## src/rsgem_pkg.sv

```systemverilog
// Overview of operation
// Only the parent slave answers group queries
// Child executes queries to parent address too
// Parent acts as in unicast, no setup
// Group held in 0030h/0031h, -1 none, 1-31
// Master writes both group words together, unicast
// Group never saved; empty after power-up
// Volatile error record, readable, cleared at power-up
// Transmission error logs code 84h
// Exception 01h/02h logs code 88h
// Exception 04h logs 89h, 8Ah or 8Dh
// Out-of-range exception logs code 8Ch
// Alarm drops alarm output, stops motor, blinks
// Warning output follows its cause
// Rate switch 8 to F raises 83h
// One 84h warns; good frame clears it
// Consecutive 84h count reaching threshold alarms
// Error threshold 1 to 10, initial 3
// No valid frame within timeout alarms 85h
// Timeout 0 disables, 1-10000 ms, initial 0
// Reply after wait, silent, processing intervals
// Outputs change within silent plus 4 ms
// Configuration done within processing plus 1 s
// Master waits for configuration completion
// Stop time depends on stop-method input
// Good frame clears consecutive error counter
package rsgem_pkg;
  localparam logic [15:0] GROUP_UPPER_ADDR = 16'h0030;
  localparam logic [15:0] GROUP_LOWER_ADDR = 16'h0031;
  localparam logic [31:0] GROUP_NONE       = 32'hFFFF_FFFF;
  localparam logic [4:0]  GROUP_MIN        = 5'h01;
  localparam logic [7:0]  CODE_SWITCH      = 8'h83;
  localparam logic [7:0]  CODE_TX_ERR      = 8'h84;
  localparam logic [7:0]  CODE_TIMEOUT     = 8'h85;
  localparam logic [7:0]  CODE_UNDEF       = 8'h88;
  localparam logic [7:0]  CODE_UIF_BUSY    = 8'h89;
  localparam logic [7:0]  CODE_NV_BUSY     = 8'h8A;
  localparam logic [7:0]  CODE_RANGE       = 8'h8C;
  localparam logic [7:0]  CODE_EXE_DIS     = 8'h8D;
  localparam logic [7:0]  EXC_ILL_FUNC     = 8'h01;
  localparam logic [7:0]  EXC_ILL_ADDR     = 8'h02;
  localparam logic [7:0]  EXC_ILL_VALUE    = 8'h03;
  localparam logic [7:0]  EXC_DEV_FAIL     = 8'h04;
  localparam logic [3:0]  ERR_LIMIT_MIN    = 4'h1;
  localparam logic [3:0]  ERR_LIMIT_MAX    = 4'hA;
  localparam logic [3:0]  ERR_LIMIT_RST    = 4'h3;
  localparam logic [13:0] TIMEOUT_MAX_MS   = 14'h2710;
  localparam logic [13:0] TIMEOUT_RST_MS   = 14'h0000;
  localparam logic [3:0]  RATE_BAD_MIN     = 4'h8;
  localparam int          CLK_HZ           = 20000000;
  localparam int          MS_CYCLES        = CLK_HZ / 1000;
  localparam int          OUT_LIMIT_MS     = 4;
  localparam int          CFG_LIMIT_MS     = 1000;
  localparam int          BLINK_MS         = 250;
  localparam logic [14:0] MS_CYC_M1        = 15'(MS_CYCLES - 1);
  localparam logic [9:0]  BLINK_MS_M1      = 10'(BLINK_MS - 1);
  localparam logic [4:0]  LOG_DEPTH        = 5'h10;
  typedef enum logic [2:0] {
    RSGEM_EX_NONE, RSGEM_EX_UIF, RSGEM_EX_NV, RSGEM_EX_DIS, RSGEM_EX_RANGE
  } rsgem_cause_t;
endpackage : rsgem_pkg

```

## src/rsgem_ms_tick.sv

```systemverilog
`timescale 1ns/1ps
`default_nettype none
module rsgem_ms_tick (
  input  wire logic clk_i,
  input  wire logic rst_n_i,
  output logic      tick_o
);
  import rsgem_pkg::*;
  typedef struct packed {
    logic [14:0] cnt;
    logic        tick;
  } rsgem_tick_t;
  rsgem_tick_t s_q, s_d;
  always_comb begin
    s_d = s_q;
    s_d.tick = (s_q.cnt == MS_CYC_M1);
    s_d.cnt  = s_d.tick ? 15'h0000 : s_q.cnt + 15'h0001;
  end
  always_ff @(posedge clk_i) begin
    if (!rst_n_i) begin
      s_q <= '0;
    end else begin
      s_q <= s_d;
    end
  end
  assign tick_o = s_q.tick;
endmodule // rsgem_ms_tick
`default_nettype wire

```

## src/rsgem_err_log.sv

```systemverilog
`timescale 1ns/1ps
`default_nettype none
// Ring of error codes; newest overwrites oldest so logging never stalls
module rsgem_err_log #(
  parameter int DEPTH = 16
) (
  input  wire logic       clk_i,
  input  wire logic       rst_n_i,
  input  wire logic       wr_i,
  input  wire logic [7:0] code_i,
  input  wire logic [3:0] rd_idx_i,
  output logic [7:0]      rd_code_o,
  output logic [4:0]      count_o
);
  import rsgem_pkg::*;
  typedef struct packed {
    logic [DEPTH-1:0][7:0] mem;
    logic [3:0]            wp;
    logic [4:0]            cnt;
    logic [7:0]            rd;
  } rsgem_log_t;
  rsgem_log_t s_q, s_d;
  always_comb begin
    s_d = s_q;
    if (wr_i) begin
      s_d.mem[s_q.wp] = code_i;
      s_d.wp = s_q.wp + 4'h1;
      if (s_q.cnt != LOG_DEPTH) begin
        s_d.cnt = s_q.cnt + 5'h01;
      end
    end
    // Index 0 is the newest entry
    s_d.rd = s_q.mem[s_q.wp - 4'h1 - rd_idx_i];
  end
  always_ff @(posedge clk_i) begin
    if (!rst_n_i) begin
      s_q <= '0;
    end else begin
      s_q <= s_d;
    end
  end
  assign rd_code_o = s_q.rd;
  assign count_o   = s_q.cnt;
endmodule // rsgem_err_log
`default_nettype wire

```

## src/rsgem_top.sv

```systemverilog
`timescale 1ns/1ps
`default_nettype none
module rsgem_top (
  input  wire logic        CLK_I,
  input  wire logic        RST_N_I,
  input  wire logic [4:0]  OWN_ADDR_I,
  input  wire logic [3:0]  RATE_SELECT_SWITCH_I,
  input  wire logic        FRAME_DONE_I,
  input  wire logic        FRAME_ERR_I,
  input  wire logic [7:0]  FRAME_ADDR_I,
  input  wire logic        FRAME_IS_CFG_I,
  input  wire logic        FRAME_IS_OUT_I,
  input  wire logic        REG_WR_I,
  input  wire logic        REG_RD_I,
  input  wire logic [15:0] REG_ADDR_I,
  input  wire logic [31:0] REG_WDATA_I,
  input  wire logic        EXC_VALID_I,
  input  wire logic [7:0]  EXC_CODE_I,
  input  wire rsgem_pkg::rsgem_cause_t EXC_CAUSE_I,
  input  wire logic [3:0]  ERR_LIMIT_I,
  input  wire logic [13:0] TIMEOUT_MS_I,
  input  wire logic        PROC_DONE_I,
  input  wire logic        STOP_METHOD_I,
  input  wire logic        TX_DONE_I,
  input  wire logic [3:0]  LOG_IDX_I,
  output logic             ACCEPT_O,
  output logic             RESPOND_O,
  output logic             REPLY_START_O,
  output logic [31:0]      REG_RDATA_O,
  output logic [7:0]       LOG_CODE_O,
  output logic [4:0]       LOG_COUNT_O,
  output logic [7:0]       ALARM_CODE_O,
  output logic             ALARM_OUTPUT_ONE_O,
  output logic             MOTOR_RUN_EN_O,
  output logic             STOP_DECEL_O,
  output logic             ALARM_INDICATOR_O,
  output logic             WARNING_OUTPUT_O,
  output logic             APPLY_OUT_O,
  output logic             CFG_BUSY_O,
  output logic             TIMING_FAULT_O
);
  import rsgem_pkg::*;
  typedef struct packed {
    logic [31:0] group;
    logic [7:0]  rate_m;
    logic [3:0]  rate_q;
    logic [3:0]  err_run;
    logic        warn;
    logic        alarm;
    logic [7:0]  alarm_code;
    logic [13:0] idle_ms;
    logic [9:0]  blink_ms;
    logic        blink;
    logic        reply_pend;
    logic        reply;
    logic        out_pend;
    logic [2:0]  out_ms;
    logic        cfg_busy;
    logic [9:0]  cfg_ms;
    logic        fault;
    logic        accept;
    logic        respond;
    logic [31:0] rdata;
  } rsgem_state_t;
  rsgem_state_t s_q, s_d;
  logic       ms_tick;
  logic       log_wr;
  logic [7:0] log_code;
  logic       grp_valid;
  logic       own_hit;
  logic       grp_hit;
  logic [3:0] err_lim;
  logic       good_frame;
  logic       bad_frame;
  logic       rate_bad;

  rsgem_ms_tick u_tick (
    .clk_i   (CLK_I),
    .rst_n_i (RST_N_I),
    .tick_o  (ms_tick)
  );

  rsgem_err_log #(.DEPTH(16)) u_log (
    .clk_i     (CLK_I),
    .rst_n_i   (RST_N_I),
    .wr_i      (log_wr),
    .code_i    (log_code),
    .rd_idx_i  (LOG_IDX_I),
    .rd_code_o (LOG_CODE_O),
    .count_o   (LOG_COUNT_O)
  );

  always_comb begin
    // Only 1..31 in the low word with a zero high word is a valid group
    grp_valid = (s_q.group[31:5] == 27'h0) && (s_q.group[4:0] >= GROUP_MIN);
    own_hit   = (FRAME_ADDR_I == {3'h0, OWN_ADDR_I});
    grp_hit   = grp_valid && (FRAME_ADDR_I == s_q.group[7:0]);
    good_frame = FRAME_DONE_I && !FRAME_ERR_I && (own_hit || grp_hit);
    bad_frame  = FRAME_DONE_I && FRAME_ERR_I;
    rate_bad   = (s_q.rate_q >= RATE_BAD_MIN);
    // Out-of-range threshold falls back to the initial value
    if (ERR_LIMIT_I < ERR_LIMIT_MIN || ERR_LIMIT_I > ERR_LIMIT_MAX) begin
      err_lim = ERR_LIMIT_RST;
    end else begin
      err_lim = ERR_LIMIT_I;
    end
    log_wr   = 1'b0;
    log_code = 8'h00;
    if (bad_frame) begin
      log_wr   = 1'b1;
      log_code = CODE_TX_ERR;
    end else if (EXC_VALID_I) begin
      log_wr = 1'b1;
      if (EXC_CODE_I == EXC_ILL_FUNC || EXC_CODE_I == EXC_ILL_ADDR) begin
        log_code = CODE_UNDEF;
      end else if (EXC_CAUSE_I == RSGEM_EX_RANGE &&
                   (EXC_CODE_I == EXC_ILL_VALUE || EXC_CODE_I == EXC_DEV_FAIL)) begin
        log_code = CODE_RANGE;
      end else if (EXC_CODE_I == EXC_DEV_FAIL && EXC_CAUSE_I == RSGEM_EX_UIF) begin
        log_code = CODE_UIF_BUSY;
      end else if (EXC_CODE_I == EXC_DEV_FAIL && EXC_CAUSE_I == RSGEM_EX_NV) begin
        log_code = CODE_NV_BUSY;
      end else if (EXC_CODE_I == EXC_DEV_FAIL && EXC_CAUSE_I == RSGEM_EX_DIS) begin
        log_code = CODE_EXE_DIS;
      end else begin
        log_wr = 1'b0;
      end
    end

    s_d = s_q;
    // Switch is a pin; three flops before use, then sampled as a level
    s_d.rate_m = {s_q.rate_m[3:0], RATE_SELECT_SWITCH_I};
    s_d.rate_q = s_q.rate_m[7:4];
    s_d.accept  = good_frame;
    // Children stay silent on group traffic
    s_d.respond = FRAME_DONE_I && !FRAME_ERR_I && own_hit;

    if (REG_WR_I && REG_ADDR_I == GROUP_UPPER_ADDR) begin
      s_d.group = REG_WDATA_I;
    end
    s_d.rdata = 32'h0000_0000;
    if (REG_RD_I && (REG_ADDR_I == GROUP_UPPER_ADDR || REG_ADDR_I == GROUP_LOWER_ADDR)) begin
      s_d.rdata = s_q.group;
    end

    if (good_frame) begin
      s_d.err_run = 4'h0;
      s_d.warn    = 1'b0;
      s_d.idle_ms = 14'h0000;
    end else if (bad_frame) begin
      s_d.warn = 1'b1;
      if (s_q.err_run + 4'h1 >= err_lim) begin
        s_d.alarm = 1'b1;
        if (!s_q.alarm) begin
          s_d.alarm_code = CODE_TX_ERR;
        end
      end
      if (s_q.err_run != 4'hF) begin
        s_d.err_run = s_q.err_run + 4'h1;
      end
    end else if (ms_tick && TIMEOUT_MS_I != TIMEOUT_RST_MS) begin
      if (s_q.idle_ms != TIMEOUT_MAX_MS) begin
        s_d.idle_ms = s_q.idle_ms + 14'h0001;
      end
      if (s_q.idle_ms + 14'h0001 >= TIMEOUT_MS_I) begin
        s_d.alarm = 1'b1;
        if (!s_q.alarm) begin
          s_d.alarm_code = CODE_TIMEOUT;
        end
      end
    end
    if (rate_bad) begin
      s_d.alarm = 1'b1;
      if (!s_q.alarm) begin
        s_d.alarm_code = CODE_SWITCH;
      end
    end

    if (s_q.alarm && ms_tick) begin
      if (s_q.blink_ms == BLINK_MS_M1) begin
        s_d.blink_ms = 10'h000;
        s_d.blink    = !s_q.blink;
      end else begin
        s_d.blink_ms = s_q.blink_ms + 10'h001;
      end
    end

    // Reply launches once the upstream timers report all three intervals passed
    s_d.reply = 1'b0;
    if (s_q.respond) begin
      s_d.reply_pend = 1'b1;
    end
    if (s_q.reply_pend && TX_DONE_I) begin
      s_d.reply_pend = 1'b0;
      s_d.reply      = 1'b1;
    end

    if (good_frame && FRAME_IS_OUT_I) begin
      s_d.out_pend = 1'b1;
      s_d.out_ms   = 3'h0;
    end else if (s_q.out_pend && ms_tick) begin
      s_d.out_ms = s_q.out_ms + 3'h1;
    end
    if (s_q.out_pend && (PROC_DONE_I || s_q.out_ms == 3'(OUT_LIMIT_MS))) begin
      s_d.out_pend = 1'b0;
      if (!PROC_DONE_I) begin
        s_d.fault = 1'b1;
      end
    end

    if (good_frame && FRAME_IS_CFG_I) begin
      s_d.cfg_busy = 1'b1;
      s_d.cfg_ms   = 10'h000;
    end else if (s_q.cfg_busy && ms_tick && s_q.cfg_ms != 10'h3FF) begin
      s_d.cfg_ms = s_q.cfg_ms + 10'h001;
    end
    if (s_q.cfg_busy && PROC_DONE_I) begin
      s_d.cfg_busy = 1'b0;
    end else if (s_q.cfg_busy && s_q.cfg_ms == 10'(CFG_LIMIT_MS - 1) && ms_tick) begin
      s_d.cfg_busy = 1'b0;
      s_d.fault    = 1'b1;
    end
  end

  always_ff @(posedge CLK_I) begin
    if (!RST_N_I) begin
      s_q       <= '0;
      s_q.group <= GROUP_NONE;
    end else begin
      s_q <= s_d;
    end
  end

  assign ACCEPT_O           = s_q.accept;
  assign RESPOND_O          = s_q.respond;
  assign REPLY_START_O      = s_q.reply;
  assign REG_RDATA_O        = s_q.rdata;
  assign ALARM_CODE_O       = s_q.alarm_code;
  assign ALARM_OUTPUT_ONE_O = !s_q.alarm;
  assign MOTOR_RUN_EN_O     = !s_q.alarm;
  assign STOP_DECEL_O       = STOP_METHOD_I;
  assign ALARM_INDICATOR_O  = s_q.alarm && !s_q.blink;
  assign WARNING_OUTPUT_O   = s_q.warn;
  assign APPLY_OUT_O        = s_q.out_pend;
  assign CFG_BUSY_O         = s_q.cfg_busy;
  assign TIMING_FAULT_O     = s_q.fault;
endmodule // rsgem_top
`default_nettype wire

```

## config.mk

```make
export PLATFORM = sky130hd
export DESIGN_NAME = rsgem_top
export DESIGN_NICKNAME = d
export VERILOG_FILES = /design/src/rsgem_pkg.sv /design/src/rsgem_ms_tick.sv /design/src/rsgem_err_log.sv /design/src/rsgem_top.sv
export SDC_FILE = /design/constraint.sdc
export NUM_CORES = 1
export LEC_CHECK = 0
export BUFFER_PORTS_ARGS = -buffer_cell sky130_fd_sc_hd__buf_2
export CELL_PAD_IN_SITES_DETAIL_PLACEMENT = 2
export CELL_PAD_IN_SITES_GLOBAL_PLACEMENT = 2
export CORE_MARGIN = 2
export CORE_UTILIZATION = 38
export CTS_CLUSTER_SIZE = 28
export DETAILED_ROUTE_END_ITERATION = 10
export HOLD_SLACK_MARGIN = 0.02
export MAX_ROUTING_LAYER = met4
export PLACE_DENSITY = 0.95
export SLEW_MARGIN = 20
export SYNTH_ARGS = -nofsm -noshare
export SYNTH_HDL_FRONTEND = slang
export SYNTH_HIERARCHICAL = 1
export SYNTH_SLANG_ARGS = --single-unit
```

## constraint.sdc

```tcl
create_clock -name CLK_I -period 8.7 [get_ports CLK_I]
set_input_delay 1.74 -clock CLK_I [delete_from_list [all_inputs] [get_ports CLK_I]]
set_output_delay 1.74 -clock CLK_I [all_outputs]
set_load 0.02 [all_outputs]
```

Word-level counts from Yosys, hierarchy flattened
Index checks and enable logic that the tools add are counted.

Equality and inequality tests: 22. Reductions and logical operators: 52. Bitwise gates (word level): 2. Mux-type cells: 36. Add/sub/neg operators: 10. Order comparisons: 9.

Operator list (number): bitwise mux 128 bit (1); two-way mux 8 bit (12); two-way mux 9 bit (5); binary-select mux 8 bit (select 4 bit) (1); demux 8 bit (select 4 bit) (1); equality test 16 x 6 -> 1 bit (second input constant) (2); zero test 27 bit (1); logical AND 1 bit (26); two-way mux 23 bit (1); adder 10 x 1 -> 10 bit (second input constant) (2); equality test 8 x 2 -> 1 bit (second input constant) (2); adder 15 x 1 -> 15 bit (second input constant) (1); equality test 15 bit (second input constant) (1); adder 14 x 1 -> 14 bit (second input constant) (1); >= comparator 14 bit (1); two-way mux 14 bit (1); inequality test 14 bit (second input constant) (1); nonzero test 14 bit (1); two-way mux 1 bit (12); OR reduction 2 bit (6); equality test 10 bit (second input constant) (1); equality test 10 x 8 -> 1 bit (second input constant) (1); less-than comparator 4 x 5 -> 1 bit (second input constant) (2); two-way mux 10 bit (1); other kinds (32) (47).

Logic and storage cells: 172. Output and inout port bits: 64. Bits in registers: 296. Input bits: 110.

Depth between registers and ports, before layout
Gate-level depths: netlist of run 1.

Word-level depth: 10. Depth in mapped cells: 13. Mapped depth without buffers: 12.

By module
Netlist of run 1, hierarchy kept.

By module, submodules not included: rsgem_err_log (area each 6518.8 µm², instances 1, cells an instance 747); rsgem_top (area each 5934.4 µm², instances 1, cells an instance 698); rsgem_ms_tick (area each 716.9 µm², instances 1, cells an instance 75).

Least setup slack after synthesis of run 1
Ideal clock, no wire load.

Kind: in2reg. Start point: in EXC_CODE_I[4]. End point: reg u_log/s_q[106] (netlist bit). Path buffers: 2. Setup slack: 4.947 ns. Stages: 9. Library setup time: 0.070 ns. Arrival: 3.682 ns. Cells stage by stage: or4_1 > nor2_1 > and4b_1 > nor4b_1 > and3b_1 > clkbuf_1 > clkbuf_1 > nand2_1 > a21oi_1.

Longest elaborated chain between the ends: 9. Elaborated cells between the ends (all ways): 24. Those cells by class: 4 x eq/ne; 14 x mux; 6 x reduce/logical.

Ends and longest elaborated chain: start: declaration (line rsgem_top.sv:18) `input wire logic [7:0] EXC_CODE_I,`; equality test 8 x 3 -> 1 bit (line rsgem_top.sv:117, rsgem_top.sv:119, rsgem_top.sv:121); logical AND 1 bit (line rsgem_top.sv:121) `end else if (EXC_CODE_I == EXC_DEV_FAIL && EXC_CAUSE_I == RSGEM_EX_NV) begin`; two-way mux 8 bit (line rsgem_top.sv:121); two-way mux 8 bit (line rsgem_top.sv:119) `end else if (EXC_CODE_I == EXC_DEV_FAIL && EXC_CAUSE_I == RSGEM_EX_UIF) begin`; two-way mux 8 bit (line rsgem_top.sv:116) `end else if (EXC_CAUSE_I == RSGEM_EX_RANGE &&`; two-way mux 8 bit (*) (line rsgem_top.sv:114) `if (EXC_CODE_I == EXC_ILL_FUNC || EXC_CODE_I == EXC_ILL_ADDR) begin`; two-way mux 8 bit (*) (line rsgem_top.sv:112) `end else if (EXC_VALID_I) begin`; two-way mux 8 bit (*) (line rsgem_top.sv:109) `if (bad_frame) begin`; named net log_code[1] (line rsgem_top.sv:68) `logic [7:0] log_code;`; bitwise mux 128 bit (*) (line rsgem_err_log.sv:26) `s_d.mem[s_q.wp] = code_i;`; end signal: assignment (line rsgem_err_log.sv:37) `s_q <= '0;`; end signal: assignment (line rsgem_err_log.sv:39) `s_q <= s_d;`; end: declaration (line rsgem_err_log.sv:22) `rsgem_log_t s_q, s_d;`.

The timed path passes the listed nets; every way through them passes the cells marked *. A chain may end at the register's enable or synchronous reset.

Worst setup path after layout of run 1
Start point: in EXC_CODE_I[4]. End point: reg u_log/s_q[26] (netlist bit).

Longest elaborated chain between the ends: 9. Elaborated cells between the ends (all ways): 24. Those cells by class: 4 x eq/ne; 14 x mux; 6 x reduce/logical.

Ends and longest elaborated chain: equality test 8 x 3 -> 1 bit; logical AND 1 bit (line rsgem_top.sv:123) `end else if (EXC_CODE_I == EXC_DEV_FAIL && EXC_CAUSE_I == RSGEM_EX_DIS) begin`; two-way mux 1 bit (line rsgem_top.sv:123); two-way mux 1 bit (line rsgem_top.sv:121); two-way mux 1 bit (line rsgem_top.sv:119); two-way mux 1 bit (line rsgem_top.sv:116); two-way mux 1 bit (*) (line rsgem_top.sv:114); two-way mux 1 bit (*) (line rsgem_top.sv:112); two-way mux 1 bit (*) (line rsgem_top.sv:109); named net log_wr (line rsgem_top.sv:67) `logic log_wr;`.

Marked as above.

==> flow_metrics.tcl, run 1 <==
set metrics [dict create \
    status "finished, final reports clean" \
    setup_slack_ns 4.21 \
    cp-end-kind "flop" \
    clk_latency_ns 0.55 \
    dp_hpwl_mm 32.9 \
    ys.flop_type "dfxtp_1" \
    critical_path_buf_inv_count 1 \
    synth_edf_count 0 \
    synth_top_area_frac 0.436 \
    min_path_type "flop to flop" \
    fmax_ghz 0.223 \
    path_cells "buf_2 > or4_1 > nor2_1 > o2111ai_1 > nand2_1 > nor3b_4 > and2_1 > nand2_1 > a21oi_1" \
    yosys-top-cells-area "dfxtp_1 44%, nand2_1 11%, a21oi_1 5.4%" \
    htreeDepth 2 \
    vias_per_cell 5.83 \
    worstMarginPinSlew_ns 0.997 \
    core-area_mm2 0.0344 \
    netlist_instances 1520 \
    synth_common_cells "388 x nand2_1, 287 x dfxtp_1, 143 x a21oi_1" \
    rows 68 \
    cts_max_path_buffers 3 \
    synth_simple_gate_area_share 0.240 \
    path_class "input port to flop" \
    clock_sinks 287 \
    synth_top_family_by_area "simple AND/OR/NAND/NOR gates" \
    slew_headroom 0.335 \
    netlist_area_mm2 0.0132 \
    r2r_cells 12 \
    drt.antenna.violating_nets 0 \
    power_w 0.00304 \
    dpl_cell_area_mm2 0.0138 \
    tns_ns 0 \
    ys.warnings.count 6 \
    yosys.area.top_type "dfxtp_1" \
    wl_mm 56.9 \
    cts_tree "yes" \
    min_path_cells 2 \
    slowest_delay_ns 0.59 \
    post-cts-setup-buffer-count 0 \
    period_needed_ns 4.49 \
    nets 1738 \
    grt_first_pass_wirelength_mm 84.6 \
    hold_viol 0 \
    rsz0062_at_grt "no" \
    cp_data_required_time_ns 9.12 \
    area_delta_synth_final_pct 14.0 \
    seq_area_frac_synth 0.436 \
    muxShareOfSynthArea 0.0802 \
    synth_cell_types 71 \
    p_per_area_mw_per_mm2 202 \
    synth_compound_area_frac 0.0798 \
    synth_adder_area_share 0.0357 \
    critical_path.top_delay_family "simple AND/OR/NAND/NOR gates" \
    ios 174 \
    cp_common_cell "nand2_1" \
    cap_violations 0 \
    clk_pin_slew_ns 0.06 \
    p_leak_nw 6.14 \
    final_max_slew_viol_count 0 \
    synth.avg_cell_area_um2 8.66 \
    numPortBuffers 168 \
    pre_cts_ws_ns 3.91 \
    drive_gt1_frac 0.165 \
    cp_max_fo 12 \
    antenna_found_initial 5 \
    drtIter0Drc 823 \
    die_h_um 190 \
    grt.overflow.total 0 \
    ctsResizeCount 0 \
    postCtsHoldBufs 0 \
    synth_xor_area_frac 0.0558 \
    grt_use_total 0.316 \
    cp_slowest_cell "nand2_1" \
    synth_async_sr_flop_share 0 \
    yosys_register_bits 287 \
    cp.arrival_ns 4.91 \
    start_util 0.383 \
    grt_pass1_vias 13717 \
    gp_congestion 0.792 \
    grt_max_degree 74 \
    vdd_drop_max_mv 0.141 \
    design_area_mm2 0.0150 \
    yosysMostFrequentCell "nand2_1" \
    fin_skew_ns 0.0283 \
    crit_cells 9 \
    die_w_um 190 \
    vias 12097 \
    drc 0 \
    fin_crit_sh 0.516 \
    die-area_mm2 0.0362 \
    wl_per_cell_um 27.4 \
    cts_buffers 34 \
    clockRootBuffer "clkbuf_16" \
    whs_ns 0.462 \
    dr.pass1.iters 5 \
    reg2reg_slack_ns 4.99 \
    setup_viol 0 \
    startpoint_type "input port" \
]
## final timing paths
path | start | to
worst max register to register | s_q[63] | ALARM_CODE_O[2]
worst max-delay path | EXC_CODE_I[4] | u_log/s_q[26]
worst min-delay path | u_log/s_q[89] | u_log/s_q[89]
worst min register to register | u_log/s_q[89] | u_log/s_q[89]
## worst reg2reg max path, stage by stage, from the launching register on
cell	delay, ns
dfxtp_1	0.47
nand3_1	0.16
nor4_1	0.62
and3_1	0.34
and3_1	0.20
xor2_1	0.08
ha_1	0.31
nand2_1	0.08
nor2_1	0.14
nand2_1	0.06
o21ai_0	0.34
nand4_1	0.40
a311oi_1	0.40
## power by group
group,leakage (nW),switching [W],internal (W)
registers,2.32,0.00000844,0.00132
logic,3.25,0.000124,0.0000656
clock network,0.577,0.000632,0.000886
total,6.14,0.000765,0.00227
## final cells by class
| cell class | count | area, um2 |
|---|---|---|
| repair buffers | 175 | 893 |
| flip-flops and latches | 287 | 5750 |
| clock buffers | 46 | 977 |
| clock inverters | 15 | 173 |
| fillers | 3762 | 19400 |
| inverters | 36 | 138 |
| multi-input cells | 1057 | 6510 |
| well taps | 455 | 569 |
| diodes | 5 | 12.5 |
## cell families (layout without fill, tap and decap cells)
kind of cell / count (synthesis) / count (layout)
buffers and inverters: 178 / 272
AO/OA/AOI/OAI: 190 / 190
XOR/XNOR: 83 / 83
multiplexers: 56 / 56
adder cells (fa/ha/maj): 37 / 37
flip-flops: 287 / 287
AND/OR/NAND/NOR: 688 / 688
other: 1 / 8
## routing by layer
layer	vias to the layer above	global-route usage	share of wire
met5	-	-	0
met1	6121	0.337	0.38
met2	561	0.554	0.51
li1	5170	-	-
met4	0	0.175	0.062
met3	245	0.0587	0.055
## cells in the final DEF, fill, tap and decap left out, drive strengths merged, types with 15 or more instances in the layout
cell type,Yosys,layout
nand2,388,388
dfxtp,287,287
buf,89,175
a21oi,144,144
nor2,96,96
and2,57,57
nand3,51,51
xor2,47,47
clkbuf,53,46
inv,36,39
xnor2,36,36
ha,36,36
mux4,32,32
mux2i,23,23
nor4,18,18
and3,15,15
nand4,15,15
## state kept, by name, summed over array words and instances (netlist names), 2 cells and up
name             count
ALARM_CODE_O         8
REG_RDATA_O         32
s_d                  2
s_q                 77
u_log/count_o        5
u_log/rd_code_o      8
u_log/s_q          132
u_tick/s_q          15
## through the flow
step	utilization	cells
final	0.437	2076
after global routing	0.437	2076
after CTS	0.436	2071
after detailed placement	0.403	2010
after global placement	0.403	2010
after floorplan	-	1522
(Power assumes the default switching activity.)
==> inputs of run 2 (changes only) <==
Settings changed: ABC_AREA set to 1, CORE_UTILIZATION 38 to 33, PLACE_DENSITY 0.95 to 0.91.
Clock period 8.7 ns to 4.4 ns, I/O delays scaled along.
==> flow_metrics.tcl, run 2 <==
set metrics [dict create \
    status "finished, final reports clean" \
    postCtsHoldBufs 0 \
    dr.pass1.iters 5 \
    cap_violations 0 \
    die_h_um 208 \
    cts_max_path_buffers 3 \
    synth_compound_area_frac 0.101 \
    netlist_instances 1963 \
    min_path_cells 2 \
    die_w_um 208 \
    start_util 0.336 \
    nets 2221 \
    muxShareOfSynthArea 0 \
    clockRootBuffer "clkbuf_16" \
    yosys.area.top_type "dfxtp_1" \
    synth_adder_area_share 0.0341 \
    ys.flop_type "dfxtp_1" \
    r2r_cells 17 \
    setup_viol 0 \
    grt_use_total 0.269 \
    vias_per_cell 5.28 \
    final_max_slew_viol_count 0 \
    reg2reg_slack_ns 0.71 \
    yosys-top-cells-area "dfxtp_1 42%, nand2_1 11%, nor2_1 7.3%" \
    area_delta_synth_final_pct 15.3 \
    pre_cts_ws_ns 0.755 \
    cp_data_required_time_ns 4.88 \
    wl_mm 57.2 \
    rsz0062_at_grt "no" \
    yosys_register_bits 287 \
    synth_async_sr_flop_share 0 \
    worstMarginPinSlew_ns 1.03 \
    grt_max_degree 136 \
    drc 0 \
    netlist_area_mm2 0.0138 \
    reg2reg_to "ALARM_CODE_O[2]" \
    min_path_type "flop to flop" \
    r2r_start "s_q[63]" \
    dpl_cell_area_mm2 0.0147 \
    startpoint_type "flop" \
    drive_gt1_frac 0.139 \
    p_per_area_mw_per_mm2 397 \
    fin_crit_sh 0.838 \
    design_area_mm2 0.0159 \
    seq_area_frac_synth 0.416 \
    p_leak_nw 7.43 \
    synth_xor_area_frac 0.0227 \
    drt.antenna.violating_nets 0 \
    period_needed_ns 3.69 \
    core-area_mm2 0.0410 \
    cp-end-kind "flop" \
    dp_hpwl_mm 34.2 \
    slew_headroom 0.311 \
    startpoint "s_q[63]" \
    tns_ns 0 \
    antenna_found_initial 2 \
    final_common_cell "nand2_1" \
    cts_buffers 36 \
    clk_latency_ns 0.53 \
    synth.avg_cell_area_um2 7.03 \
    synth_edf_count 0 \
    layout_common_cells "404 x nand2_1, 287 x dfxtp_1, 268 x nor2_1" \
    yosysMostFrequentCell "nand2_1" \
    post-cts-setup-buffer-count 0 \
    rows 74 \
    largest_register_ffs 132 \
    setup_slack_ns 0.713 \
    ctsResizeCount 0 \
    synth_top_family_by_area "simple AND/OR/NAND/NOR gates" \
    grt_first_pass_wirelength_mm 90.9 \
    fin_skew_ns 0.0209 \
    htreeDepth 2 \
    synth_simple_gate_area_share 0.305 \
    ys.warnings.count 6 \
    vias 13906 \
    clock_sinks 287 \
    min_to "s_d[94]" \
    numPortBuffers 168 \
    clk_pin_slew_ns 0.06 \
    regMostFlops "u_log/s_q" \
    grt.overflow.total 0 \
    wl_per_cell_um 21.7 \
    path_class "flop to flop" \
    fmax_ghz 0.271 \
    cts_tree "yes" \
    cp.arrival_ns 4.17 \
    ios 174 \
    synth_top_area_frac 0.416 \
    final_core_util 0.388 \
    cp_max_fo 6 \
    die-area_mm2 0.0435 \
    min_from "s_d[102]" \
    grt_pass1_vias 15997 \
    vdd_drop_max_mv 0.287 \
    drtIter0Drc 888 \
    synth_common_cells "404 x nand2_1, 287 x dfxtp_1, 269 x nor2_1" \
    synth_cell_types 46 \
    gp_congestion 0.821 \
    hold_viol 0 \
]
==> run 2: changes by cell type after synthesis, sizes merged, moves of 13 or more <==
cell | previous run | this run
a21oi | 144 | 111
and2 | 57 | 0
and3 | 15 | 2
inv | 36 | 224
mux2i | 23 | 0
mux4 | 32 | 0
nand2 | 388 | 406
nand3 | 51 | 193
nor2 | 96 | 302
nor3 | 7 | 29
o21ai | 11 | 145
xnor2 | 36 | 10
xor2 | 47 | 24
==> run 2: routing by layer <==
layer | vias up | global-route usage | share of wire
met1 | 6958 | 0.291 | 0.40
met5 | - | - | 0
li1 | 6393 | - | -
met4 | 0 | 0.134 | 0.048
met2 | 356 | 0.481 | 0.52
met3 | 199 | 0.0388 | 0.036
==> run 2: worst max path at each step <==
stage | end | slack, ns
after floorplan | ALARM_CODE_O[2] | 1.75
after CTS | ALARM_CODE_O[2] | 0.76
after global routing | ALARM_CODE_O[2] | 0.32
final | ALARM_CODE_O[2] | 0.71
after global placement | u_log/s_q[96] | 1.02
after detailed placement | u_log/s_q[104] | 0.76
==> run 2: logic make-up (layout without fill, tap and decap cells) <==
logic type	after synthesis	count (layout)
and+or+nand+nor	976	976
buffers and inverters	357	472
DFF	287	287
AOI/OAI and AO/OA	271	271
adders and majority gates	37	37
xor gates and xnor gates	34	34
other	1	23
==> run 2: critical path, stage by stage (launching register included) <==
cell,delay (ns)
dfxtp_1,0.41
inv_1,0.11
nor3_1,0.56
nand3_1,0.24
nor3_1,0.27
xnor2_1,0.23
inv_1,0.15
ha_1,0.33
nand2_1,0.09
nor2_1,0.25
nand4_1,0.14
nor2_1,0.15
nor2_1,0.08
nor2_1,0.09
nand3_1,0.12
nand2_1,0.22
o21ai_0,0.13
inv_1,0.06
==> run 2: stage by stage <==
step | std cells | total power, W | hold WS, ns
floorplan | 1983 | 0.00307 | 0.390
global placement | 2568 | 0.00323 | 0.399
detailed placement | 2568 | 0.00327 | 0.415
CTS | 2630 | 0.00638 | 0.448
global route | 2632 | 0.00653 | 0.471
finish | 2632 | 0.00632 | 0.445
==> run 2: cell type report <==
class                      count  area [um2]
inverter                     224         841
antenna                        2        5.00
timing repair buffer         186        1000
fill                        4851       25100
sequential                   287        5750
tap                          532         666
clock inverter                 9         123
multi-input combinational   1339        6480
clock buffer                  53        1050
==> run 2: power breakdown <==
part / total (W) / internal (W) / switching [W]
Sequential: 0.00265 / 0.00263 / 0.0000178
Combinational: 0.000610 / 0.000173 / 0.000437
Clock: 0.00306 / 0.00182 / 0.00124
Total: 0.00632 / 0.00462 / 0.00170
